[src/include/rsc_pkg.sv]
/*
 Constants for the reset source combiner: register offsets, cause bit positions,
 reset values and field layouts. Assumes a 16-bit register port with byte offsets.
*/
// How it works
// - Any active reset source drives the system reset line high.
// - System reset reloads selected register fields; other fields keep their value.
// - Each reset type sets its own flag in the reset cause register, except illegal opcode and uninitialised W register, which share bit 14.
// - Power-on clears cause register except power-on and brown-out flags, which set.
// - Software writes to the cause register store the written value, ORed with any flag that hardware sets in the same cycle.
// - Software-set cause flags never start a reset.
// - Every reset copies startup oscillator select into new oscillator field bits 10:8.
// - Cause bits 3..0 flag sleep wake, idle wake, brown-out, power-on.
package rsc_pkg;

    localparam int          DATA_W        = 16;
    localparam int          ADDR_W        = 8;
    localparam int          SYNC_W        = 2;

    // Register byte offsets
    localparam logic [7:0]  OFS_CAUSE     = 8'h00;
    localparam logic [7:0]  OFS_OSCCTL    = 8'h04;
    localparam logic [7:0]  OFS_IRQ_STAT  = 8'h08;
    localparam logic [7:0]  OFS_IRQ_MASK  = 8'h0C;

    // Reset cause register bit positions
    localparam int          BIT_POR       = 0;
    localparam int          BIT_BOR       = 1;
    localparam int          BIT_IDLE      = 2;
    localparam int          BIT_SLEEP     = 3;
    localparam int          BIT_WDT       = 4;
    localparam int          BIT_SWR       = 6;
    localparam int          BIT_MASTER_CLEAR_PIN      = 7;
    localparam int          BIT_CFGMM     = 9;
    localparam int          BIT_SEC       = 10;
    localparam int          BIT_ILLEGAL   = 14;
    localparam int          BIT_TRAP      = 15;

    // Synchroniser lane positions
    localparam int          SYN_BOR       = 0;
    localparam int          SYN_MASTER_CLEAR_PIN      = 1;

    // Oscillator control layout
    localparam int          NOSC_LSB      = 8;
    localparam int          NOSC_MSB      = 10;
    localparam int          NOSC_W        = 3;
    localparam int          OSC_USER_MSB  = 7;

    // Reset values and write masks
    localparam logic [15:0] CAUSE_POR_VAL = 16'h0003;
    localparam logic [15:0] OSC_RST_VAL   = 16'h0000;
    localparam logic [15:0] OSC_WR_MASK   = 16'h07FF;
    localparam logic [15:0] IRQ_RST_VAL   = 16'h0000;
    localparam logic [15:0] ZERO16        = 16'h0000;

endpackage : rsc_pkg

[src/rtl/rsc_sync.sv]
/*
 Two-flop level synchroniser, one lane per bit.
 Assumes inputs are active-high levels from outside the clock domain.
*/
`timescale 1ns/1ps
module rsc_sync (
    input  wire logic                        clk_i,
    input  wire logic                        rst_n_i,
    input  wire logic [rsc_pkg::SYNC_W-1:0]  async_i,
    output logic      [rsc_pkg::SYNC_W-1:0]  sync_o
);

    logic [rsc_pkg::SYNC_W-1:0] meta_q;
    logic [rsc_pkg::SYNC_W-1:0] meta_d;
    logic [rsc_pkg::SYNC_W-1:0] sync_q;
    logic [rsc_pkg::SYNC_W-1:0] sync_d;

    genvar g;
    generate
        for (g = 0; g < rsc_pkg::SYNC_W; g++) begin : g_lane
            always_comb begin
                meta_d[g] = async_i[g];
                sync_d[g] = meta_q[g];
            end

            always_ff @(posedge clk_i or negedge rst_n_i) begin
                if (!rst_n_i) begin
                    meta_q[g] <= 1'b0;
                    sync_q[g] <= 1'b0;
                end else begin
                    meta_q[g] <= meta_d[g];
                    sync_q[g] <= sync_d[g];
                end
            end
        end
    endgenerate

    assign sync_o = sync_q;

endmodule : rsc_sync

[src/rtl/rsc_irq.sv]
/*
 Sticky interrupt status with write-one-to-clear, a mask and one level output.
 Assumes event bits come from logic on the same clock.
*/
`timescale 1ns/1ps
module rsc_irq (
    input  wire logic        clk_i,
    input  wire logic        rst_n_i,
    input  wire logic [15:0] evt_i,
    input  wire logic        stat_we_i,
    input  wire logic        mask_we_i,
    input  wire logic [15:0] wdata_i,
    output logic      [15:0] stat_o,
    output logic      [15:0] mask_o,
    output logic             irq_o
);

    logic [15:0] stat_q;
    logic [15:0] stat_d;
    logic [15:0] mask_q;
    logic [15:0] mask_d;
    logic        irq_q;
    logic        irq_d;

    always_comb begin
        stat_d = stat_q;
        mask_d = mask_q;
        if (stat_we_i) begin
            stat_d = stat_q & ~wdata_i;
        end
        // Set beats clear so an event in the clearing cycle survives
        stat_d = stat_d | evt_i;
        if (mask_we_i) begin
            mask_d = wdata_i;
        end
        irq_d = |(stat_q & mask_q);
    end

    always_ff @(posedge clk_i or negedge rst_n_i) begin
        if (!rst_n_i) begin
            stat_q <= rsc_pkg::IRQ_RST_VAL;
            mask_q <= rsc_pkg::IRQ_RST_VAL;
            irq_q  <= 1'b0;
        end else begin
            stat_q <= stat_d;
            mask_q <= mask_d;
            irq_q  <= irq_d;
        end
    end

    assign stat_o = stat_q;
    assign mask_o = mask_q;
    assign irq_o  = irq_q;

    a_irq_set_wins : assert property (@(posedge clk_i) disable iff (!rst_n_i)
        (evt_i != 16'h0000) |=> ((stat_q & $past(evt_i)) == $past(evt_i)))
        else $error("interrupt event lost");

    a_irq_level : assert property (@(posedge clk_i) disable iff (!rst_n_i)
        ((stat_q & mask_q) != 16'h0000) |=> irq_o)
        else $error("interrupt output not raised");

endmodule : rsc_irq

[src/rtl/rsc_top.sv]
/*
 Reset source combiner: merges reset sources into the system reset line, records
 reset causes, reloads the new oscillator field and raises a cause interrupt.
 Assumes rst_n_i is the power-on reset, brown-out and master clear are asynchronous,
 all other sources and the register port are on clk_i.
*/
`timescale 1ns/1ps
module rsc_top (
    input  wire logic                              clk_i,
    input  wire logic                              rst_n_i,
    input  wire logic                              brownout_reset_i,
    input  wire logic                              master_clear_pin_n_i,
    input  wire logic                              software_reset_instruction_i,
    input  wire logic                              watchdog_timeout_i,
    input  wire logic                              config_mismatch_i,
    input  wire logic                              trap_conflict_i,
    input  wire logic                              illegal_opcode_i,
    input  wire logic                              uninit_wreg_i,
    input  wire logic                              security_reset_i,
    input  wire logic                              wake_sleep_i,
    input  wire logic                              wake_idle_i,
    input  wire logic [rsc_pkg::NOSC_W-1:0]        startup_oscillator_select_i,
    input  wire logic [rsc_pkg::ADDR_W-1:0]        addr_i,
    input  wire logic [rsc_pkg::DATA_W-1:0]        wdata_i,
    input  wire logic                              we_i,
    input  wire logic                              re_i,
    output logic      [rsc_pkg::DATA_W-1:0]        rdata_o,
    output logic                                   system_reset_line_o,
    output logic      [rsc_pkg::NOSC_W-1:0]        new_oscillator_field_o,
    output logic                                   irq_o
);

    logic [rsc_pkg::SYNC_W-1:0] async_src;
    logic [rsc_pkg::SYNC_W-1:0] sync_src;
    logic                       bor_s;
    logic                       master_clear_pin_s;
    logic                       src_any;
    logic [15:0]                cause_set;
    logic [15:0]                cause_q;
    logic [15:0]                cause_d;
    logic [15:0]                osc_q;
    logic [15:0]                osc_d;
    logic                       sys_rst_q;
    logic                       sys_rst_d;
    logic [15:0]                rdata_q;
    logic [15:0]                rdata_d;
    logic [15:0]                irq_stat;
    logic [15:0]                irq_mask;
    logic                       wr_cause;
    logic                       wr_osc;
    logic                       wr_stat;
    logic                       wr_mask;
    logic                       first_q;

    // Inversion ahead of the first flop keeps the pin active high in the lanes
    assign async_src[rsc_pkg::SYN_BOR]  = brownout_reset_i;
    assign async_src[rsc_pkg::SYN_MASTER_CLEAR_PIN] = ~master_clear_pin_n_i;

    rsc_sync u_sync (
        .clk_i   (clk_i),
        .rst_n_i (rst_n_i),
        .async_i (async_src),
        .sync_o  (sync_src)
    );

    assign bor_s  = sync_src[rsc_pkg::SYN_BOR];
    assign master_clear_pin_s = sync_src[rsc_pkg::SYN_MASTER_CLEAR_PIN];

    assign wr_cause = we_i && (addr_i == rsc_pkg::OFS_CAUSE);
    assign wr_osc   = we_i && (addr_i == rsc_pkg::OFS_OSCCTL);
    assign wr_stat  = we_i && (addr_i == rsc_pkg::OFS_IRQ_STAT);
    assign wr_mask  = we_i && (addr_i == rsc_pkg::OFS_IRQ_MASK);

    // cause register stays out of this term
    always_comb begin
        src_any = bor_s | master_clear_pin_s | software_reset_instruction_i | watchdog_timeout_i
                | config_mismatch_i | trap_conflict_i | illegal_opcode_i
                | uninit_wreg_i | security_reset_i;
    end

    always_comb begin
        cause_set                       = rsc_pkg::ZERO16;
        cause_set[rsc_pkg::BIT_BOR]     = bor_s;
        cause_set[rsc_pkg::BIT_IDLE]    = wake_idle_i;
        cause_set[rsc_pkg::BIT_SLEEP]   = wake_sleep_i;
        cause_set[rsc_pkg::BIT_WDT]     = watchdog_timeout_i;
        cause_set[rsc_pkg::BIT_SWR]     = software_reset_instruction_i;
        cause_set[rsc_pkg::BIT_MASTER_CLEAR_PIN]    = master_clear_pin_s;
        cause_set[rsc_pkg::BIT_CFGMM]   = config_mismatch_i;
        cause_set[rsc_pkg::BIT_SEC]     = security_reset_i;
        cause_set[rsc_pkg::BIT_ILLEGAL] = illegal_opcode_i | uninit_wreg_i;
        cause_set[rsc_pkg::BIT_TRAP]    = trap_conflict_i;
    end

    // plain store of software writes
    // Hardware set wins so a source active during the write is not lost
    always_comb begin
        cause_d = cause_q;
        if (wr_cause) begin
            cause_d = wdata_i;
        end
        cause_d   = cause_d | cause_set;
        sys_rst_d = src_any;
    end

    // reset reloads only the new oscillator field
    always_comb begin
        osc_d = osc_q;
        if (wr_osc && !sys_rst_q) begin
            osc_d = wdata_i & rsc_pkg::OSC_WR_MASK;
        end
        if (sys_rst_q) begin
            osc_d[rsc_pkg::NOSC_MSB:rsc_pkg::NOSC_LSB] = startup_oscillator_select_i;
        end
    end

    // Read data only in the cycle after the strobe; unmapped reads give zero
    always_comb begin
        rdata_d = rsc_pkg::ZERO16;
        if (re_i) begin
            unique case (addr_i)
                rsc_pkg::OFS_CAUSE:    rdata_d = cause_q;
                rsc_pkg::OFS_OSCCTL:   rdata_d = osc_q;
                rsc_pkg::OFS_IRQ_STAT: rdata_d = irq_stat;
                rsc_pkg::OFS_IRQ_MASK: rdata_d = irq_mask;
                default:               rdata_d = rsc_pkg::ZERO16;
            endcase
        end
    end

    // power-on value of the cause register
    always_ff @(posedge clk_i or negedge rst_n_i) begin
        if (!rst_n_i) begin
            cause_q   <= rsc_pkg::CAUSE_POR_VAL;
            osc_q     <= rsc_pkg::OSC_RST_VAL;
            sys_rst_q <= 1'b1;
            rdata_q   <= rsc_pkg::ZERO16;
            first_q   <= 1'b1;
        end else begin
            cause_q   <= cause_d;
            osc_q     <= osc_d;
            sys_rst_q <= sys_rst_d;
            rdata_q   <= rdata_d;
            first_q   <= 1'b0;
        end
    end

    // Interrupt reports every recorded cause event except power-on
    rsc_irq u_irq (
        .clk_i     (clk_i),
        .rst_n_i   (rst_n_i),
        .evt_i     (cause_set),
        .stat_we_i (wr_stat),
        .mask_we_i (wr_mask),
        .wdata_i   (wdata_i),
        .stat_o    (irq_stat),
        .mask_o    (irq_mask),
        .irq_o     (irq_o)
    );

    assign rdata_o                = rdata_q;
    assign system_reset_line_o    = sys_rst_q;
    assign new_oscillator_field_o = osc_q[rsc_pkg::NOSC_MSB:rsc_pkg::NOSC_LSB];

    a_reset_any_source : assert property (@(posedge clk_i) disable iff (!rst_n_i)
        src_any |=> system_reset_line_o)
        else $error("source active but no system reset");

    a_reset_released : assert property (@(posedge clk_i) disable iff (!rst_n_i)
        !src_any |=> !system_reset_line_o)
        else $error("system reset without source");

    a_user_field_kept : assert property (@(posedge clk_i) disable iff (!rst_n_i)
        sys_rst_q |=> (osc_q[7:0] == $past(osc_q[7:0])))
        else $error("oscillator user field changed in reset");

    a_cause_flag_set : assert property (@(posedge clk_i) disable iff (!rst_n_i)
        (cause_set != 16'h0000) |=> ((cause_q & $past(cause_set)) == $past(cause_set)))
        else $error("reset cause flag not recorded");

    a_por_cause_value : assert property (@(posedge clk_i) disable iff (!rst_n_i)
        first_q |-> (cause_q == 16'h0003))
        else $error("power-on cause value wrong");

    a_cause_write_store : assert property (@(posedge clk_i) disable iff (!rst_n_i)
        (wr_cause && (cause_set == 16'h0000)) |=> (cause_q == $past(wdata_i)))
        else $error("cause write not stored");

    a_sw_flag_no_reset : assert property (@(posedge clk_i) disable iff (!rst_n_i)
        (wr_cause && !src_any) |=> !system_reset_line_o)
        else $error("software cause write caused reset");

    a_nosc_loaded : assert property (@(posedge clk_i) disable iff (!rst_n_i)
        sys_rst_q |=> (new_oscillator_field_o == $past(startup_oscillator_select_i)))
        else $error("new oscillator field not loaded");

    a_wake_flags : assert property (@(posedge clk_i) disable iff (!rst_n_i)
        (wake_sleep_i || wake_idle_i) |=>
        ((!$past(wake_sleep_i) || cause_q[3]) && (!$past(wake_idle_i) || cause_q[2])))
        else $error("wake flag not set");

    a_master_clear_pin_sync_flag : assert property (@(posedge clk_i) disable iff (!rst_n_i)
        (!master_clear_pin_n_i)[*3] |=> cause_q[7])
        else $error("master clear not flagged after sync");

    // A software write may set the flag on purpose, so such cycles are left out
    a_master_clear_pin_sync_delay : assert property (@(posedge clk_i) disable iff (!rst_n_i)
        (master_clear_pin_n_i && !cause_q[7] && !wr_cause)[*3] |=> !cause_q[7])
        else $error("master clear flagged without pin");

    a_master_clear_pin_reset_line : assert property (@(posedge clk_i) disable iff (!rst_n_i)
        (!master_clear_pin_n_i)[*3] |=> system_reset_line_o)
        else $error("master clear did not reset");

    a_bor_reset_line : assert property (@(posedge clk_i) disable iff (!rst_n_i)
        brownout_reset_i[*3] |=> system_reset_line_o)
        else $error("brown-out did not reset");

    a_bor_sync_flag : assert property (@(posedge clk_i) disable iff (!rst_n_i)
        brownout_reset_i[*3] |=> cause_q[rsc_pkg::BIT_BOR])
        else $error("brown-out not flagged after sync");

    a_wdt_flag_set : assert property (@(posedge clk_i) disable iff (!rst_n_i)
        watchdog_timeout_i |=> cause_q[rsc_pkg::BIT_WDT])
        else $error("watchdog flag not set");

    a_swr_flag_set : assert property (@(posedge clk_i) disable iff (!rst_n_i)
        software_reset_instruction_i |=> cause_q[rsc_pkg::BIT_SWR])
        else $error("reset instruction flag not set");

    a_cfg_flag_set : assert property (@(posedge clk_i) disable iff (!rst_n_i)
        config_mismatch_i |=> cause_q[rsc_pkg::BIT_CFGMM])
        else $error("config mismatch flag not set");

    a_sec_flag_set : assert property (@(posedge clk_i) disable iff (!rst_n_i)
        security_reset_i |=> cause_q[rsc_pkg::BIT_SEC])
        else $error("security flag not set");

    a_ill_flag_set : assert property (@(posedge clk_i) disable iff (!rst_n_i)
        (illegal_opcode_i || uninit_wreg_i) |=> cause_q[rsc_pkg::BIT_ILLEGAL])
        else $error("illegal condition flag not set");

    a_trap_flag_set : assert property (@(posedge clk_i) disable iff (!rst_n_i)
        trap_conflict_i |=> cause_q[rsc_pkg::BIT_TRAP])
        else $error("trap conflict flag not set");

    a_cause_kept : assert property (@(posedge clk_i) disable iff (!rst_n_i)
        (!wr_cause && (cause_set == 16'h0000)) |=> (cause_q == $past(cause_q)))
        else $error("cause register changed by itself");

    a_rdata_idle : assert property (@(posedge clk_i) disable iff (!rst_n_i)
        !re_i |=> (rdata_o == 16'h0000))
        else $error("read data outside read cycle");

    a_cause_read : assert property (@(posedge clk_i) disable iff (!rst_n_i)
        (re_i && (addr_i == rsc_pkg::OFS_CAUSE)) |=> (rdata_o == $past(cause_q)))
        else $error("cause read wrong");

    a_osc_read : assert property (@(posedge clk_i) disable iff (!rst_n_i)
        (re_i && (addr_i == rsc_pkg::OFS_OSCCTL)) |=> (rdata_o == $past(osc_q)))
        else $error("oscillator control read wrong");

    a_osc_write : assert property (@(posedge clk_i) disable iff (!rst_n_i)
        (wr_osc && !sys_rst_q) |=> (osc_q == ($past(wdata_i) & 16'h07FF)))
        else $error("oscillator control write not stored");

    a_osc_top_zero : assert property (@(posedge clk_i) disable iff (!rst_n_i)
        1'b1 |-> (osc_q[15:11] == 5'h00))
        else $error("oscillator control upper bits set");

    a_stat_read : assert property (@(posedge clk_i) disable iff (!rst_n_i)
        (re_i && (addr_i == rsc_pkg::OFS_IRQ_STAT)) |=> (rdata_o == $past(irq_stat)))
        else $error("interrupt status read wrong");

    a_mask_read : assert property (@(posedge clk_i) disable iff (!rst_n_i)
        (re_i && (addr_i == rsc_pkg::OFS_IRQ_MASK)) |=> (rdata_o == $past(irq_mask)))
        else $error("interrupt mask read wrong");

endmodule : rsc_top

[config.mk]
export PLATFORM = sky130hd
export DESIGN_NAME = rsc_top
export DESIGN_NICKNAME = d
export VERILOG_FILES = /design/src/include/rsc_pkg.sv /design/src/rtl/rsc_sync.sv /design/src/rtl/rsc_irq.sv /design/src/rtl/rsc_top.sv
export SDC_FILE = /design/constraint.sdc
export NUM_CORES = 1
export LEC_CHECK = 0
export ABC_AREA = 0
export BUFFER_PORTS_ARGS = -buffer_cell sky130_fd_sc_hd__buf_2
export CORE_ASPECT_RATIO = 0.75
export CORE_MARGIN = 5
export CORE_UTILIZATION = 56
export CTS_CLUSTER_SIZE = 14
export DETAILED_ROUTE_END_ITERATION = 6
export PLACE_DENSITY = 0.8
export SKIP_LAST_GASP = 1
export SLEW_MARGIN = 40
export SYNTH_ARGS = -nofsm -noshare
export SYNTH_HDL_FRONTEND = slang
export SYNTH_SLANG_ARGS = --single-unit
[constraint.sdc]
create_clock -name clk_i -period 2 [get_ports clk_i]
set_clock_uncertainty 0.05 [all_clocks]
set_input_delay 0.4 -clock clk_i [delete_from_list [all_inputs] [get_ports clk_i]]
set_output_delay 0.4 -clock clk_i [all_outputs]
set_load 0.01 [all_outputs]
==> flow_metrics.tcl <==
set metrics [dict create \
    finalSetupViolCount 0 \
    grt_pass1_wl_um 14100 \
    route.vias.total 2583 \
    combPwrFrac_pct 8.9 \
    routedWlPerCell_um 19.7 \
    post-place-ws_ps -154 \
    final_common_cell "dfrtp_1" \
    worstPathArrival_ps 2000 \
    worst_path_max_delay_cell "or4b_1" \
    cts.repair.resized 0 \
    dpl.hpwl_um 6180 \
    syn_avg_cell_area_sq_um 13.2 \
    drc_errors 0 \
    die_h_um 79.7 \
    drive_gt1_share_pct 41.1 \
    cts_root_buffer "clkbuf_8" \
    finalCriticalPeriod_ps 1820 \
    synth-async-reset-ratio_pct 100 \
    area_growth_pct 20.9 \
    grt_use_total_pct 23.0 \
    io_pins 63 \
    mostFrequentLayoutCells "78 x dfrtp_1, 61 x buf_2, 30 x mux2_2, 24 x nor2_1" \
    dieArea_sq_um 8200 \
    critical_path.max_stage_delay_ps 630 \
    crit_path_start_kind "primary input" \
    cts_buffers 9 \
    cp_cell_sequence "buf_2 -> or4b_1 -> buf_4 -> nor4_1 -> buf_4 -> a21boi_0" \
    leakage_nw 2.00 \
    maxCapViolCount 0 \
    synthCells 274 \
    grt_pass1_vias 2703 \
    clkSinkCount 81 \
    fin_crit_sh_pct 91.1 \
    gr-total-overflow 0 \
    antenna_found_initial 0 \
    hold_class "primary input to flop" \
    final_core_util_pct 69.7 \
    clock_latency_ps 350 \
    globalplace.congestion 0.871 \
    max_slew_margin_pct 66.0 \
    path_common_cell "buf_4" \
    start_util_pct 57.7 \
    fin_ws_ps 179 \
    port_buffers 62 \
    via_per_inst 5.86 \
    critPathRequiredTime_ps 2180 \
    p_sw_w 0.000751 \
    critical_path_peak_fanout 5 \
    dr.pass1.iters 4 \
    yosys_warnings 0 \
    rsz0062_at_grt "no" \
    synth_area_sq_um 3620 \
    whs_ps 101 \
    path_clk_slew_ps 80 \
    synth_cell_types 35 \
    finalNetCount 397 \
    routed_wl_um 8680 \
    std_cell_rows 25 \
    synth_ff_type "dfrtp_1" \
    tightest_slew_ps 511 \
    cts_tree "done" \
    clockBufferDepth 2 \
    swShare_pct 23.0 \
    clkPwrFrac_pct 39.1 \
    ys_ff_latch 81 \
    status "finished clean" \
    p_per_area_nw_per_um2 744 \
    drt_iter0_markers 153 \
    syn-num-nets 316 \
    synth-seq-area-share_pct 56.0 \
    dp.cells 424 \
    p_total_w 0.00326 \
    die_w_um 103 \
    design.core.area_sq_um 6290 \
    seqPwrFrac_pct 52.0 \
    p_int_w 0.00251 \
    path_class "primary input to flop" \
    ant_nets 0 \
    final_cells 441 \
    timing.final.hold_violations 0 \
    grt_max_degree 41 \
    h-tree-depth 3 \
    timing.final.max_slew_violations 0 \
    diodes 0 \
    synth-edff-count 0 \
    max_freq_ghz 0.549 \
    vdd_ir_drop_max_uv 535 \
    critPathCaptureType "flop" \
]
## power groups by stage
stage	Sequential [W]	Clock [W]	Combinational (W)
global placement	0.00173	0	0.000282
floorplan	0.00173	0	0.000133
global route	0.00170	0.00138	0.000318
CTS	0.00170	0.00130	0.000292
finish	0.00170	0.00128	0.000289
detailed placement	0.00173	0	0.000288
## state kept, by name (all words and copies together), names as in the netlist
register,cells
cause_q,16
u_irq.stat_o,16
u_irq.irq_o,1
u_sync.meta_q,2
rdata_o,16
u_irq.mask_o,16
system_reset_line_o,1
u_sync.sync_o,2
osc_q,11
## worst max-delay path, delay by kind of cell
family	cells	cell delay, ps
AO/OA/AOI/OAI	1	80
buffers and inverters	3	530
AND/OR/NAND/NOR	2	990
## synthesized netlist by cell type, drive strengths merged (3+ instances only)
| library cell | number | share of area, % |
|---|---|---|
| dfrtp | 78 | 54 |
| mux2 | 30 | 9.3 |
| nor2 | 24 | 2.5 |
| nor2b | 23 | 4.0 |
| mux2i | 15 | 4.1 |
| mux4 | 11 | 6.8 |
| nand4 | 11 | 1.9 |
| a21o | 9 | 1.9 |
| clkbuf | 9 | 0.93 |
| buf | 8 | 1.7 |
| a21boi | 6 | 1.2 |
| nor3 | 6 | 0.97 |
| a2bb2oi | 5 | 1.2 |
| a221oi | 4 | 0.97 |
| a22o | 4 | 0.97 |
| a21oi | 3 | 0.41 |
| a31oi | 3 | 0.52 |
| and3b | 3 | 0.73 |
| dfstp | 3 | 2.2 |
| o31ai | 3 | 0.62 |
## routing by layer
layer	vias up	share of wire [%]	GRT usage (%)
met5	-	0	0
met4	0	1.5	7.24
met3	12	7.6	7.34
met2	101	49	36.1
met1	1297	42	30.6
li1	1173	-	-
## worst paths after layout
| kind | startpoint | end | slack, ps | cells past startpoint |
|---|---|---|---|---|
| min in group asynchronous | rst_n_i | osc_q[9]$_DFFE_PN0P_ | 510 | 2 |
| worst min register to register | u_sync.meta_q[1]$_DFF_PN0_ | u_sync.sync_o[1]$_DFF_PN0_ | 300 | 0 |
| worst max register to register | u_irq.stat_o[14]$_DFF_PN0_ | u_irq.irq_o$_DFF_PN0_ | 550 | 3 |
| max in group asynchronous | rst_n_i | osc_q[3]$_DFFE_PN0N_ | 820 | 3 |
| worst min-delay path | brownout_reset_i | u_sync.meta_q[0]$_DFF_PN0_ | 100 | 1 |
| worst max-delay path | addr_i[0] | u_irq.stat_o[5]$_DFFE_PN0P_ | 180 | 6 |
## stage by stage
stage	setup TNS, ps	cell area (sq um)
after floorplan	-700	3630
after global placement	-1510	4160
after detailed placement	-2840	4160
after CTS	0	4380
after global routing	0	4380
final	0	4380
## final cells by class
| class | count | area (sq um) |
|---|---|---|
| Sequential cell | 81 | 2030 |
| Multi-Input combinational cell | 174 | 1500 |
| Timing Repair Buffer | 87 | 528 |
| Clock buffer | 11 | 131 |
| Fill cell | 437 | 1910 |
| Inverter | 2 | 7.51 |
| Clock inverter | 5 | 80.1 |
| Tap cell | 81 | 101 |
## logic make-up (layout without fill, tap and decap cells)
kind of cell,count (synthesis),count (layout),share of synthesized area [%]
buf+inv,19,105,2.80
mux,56,56,20.3
compound gates,38,38,8.04
simple gates,80,80,12.8
flops,81,81,56.0
## what timing repair did
item,CTS,global route
hold buffers,1,0
endpoints found under the hold margin,35,0
setup endpoints to repair,0,0
setup buffers,0,0
Power figures use the tool's default switching activity.
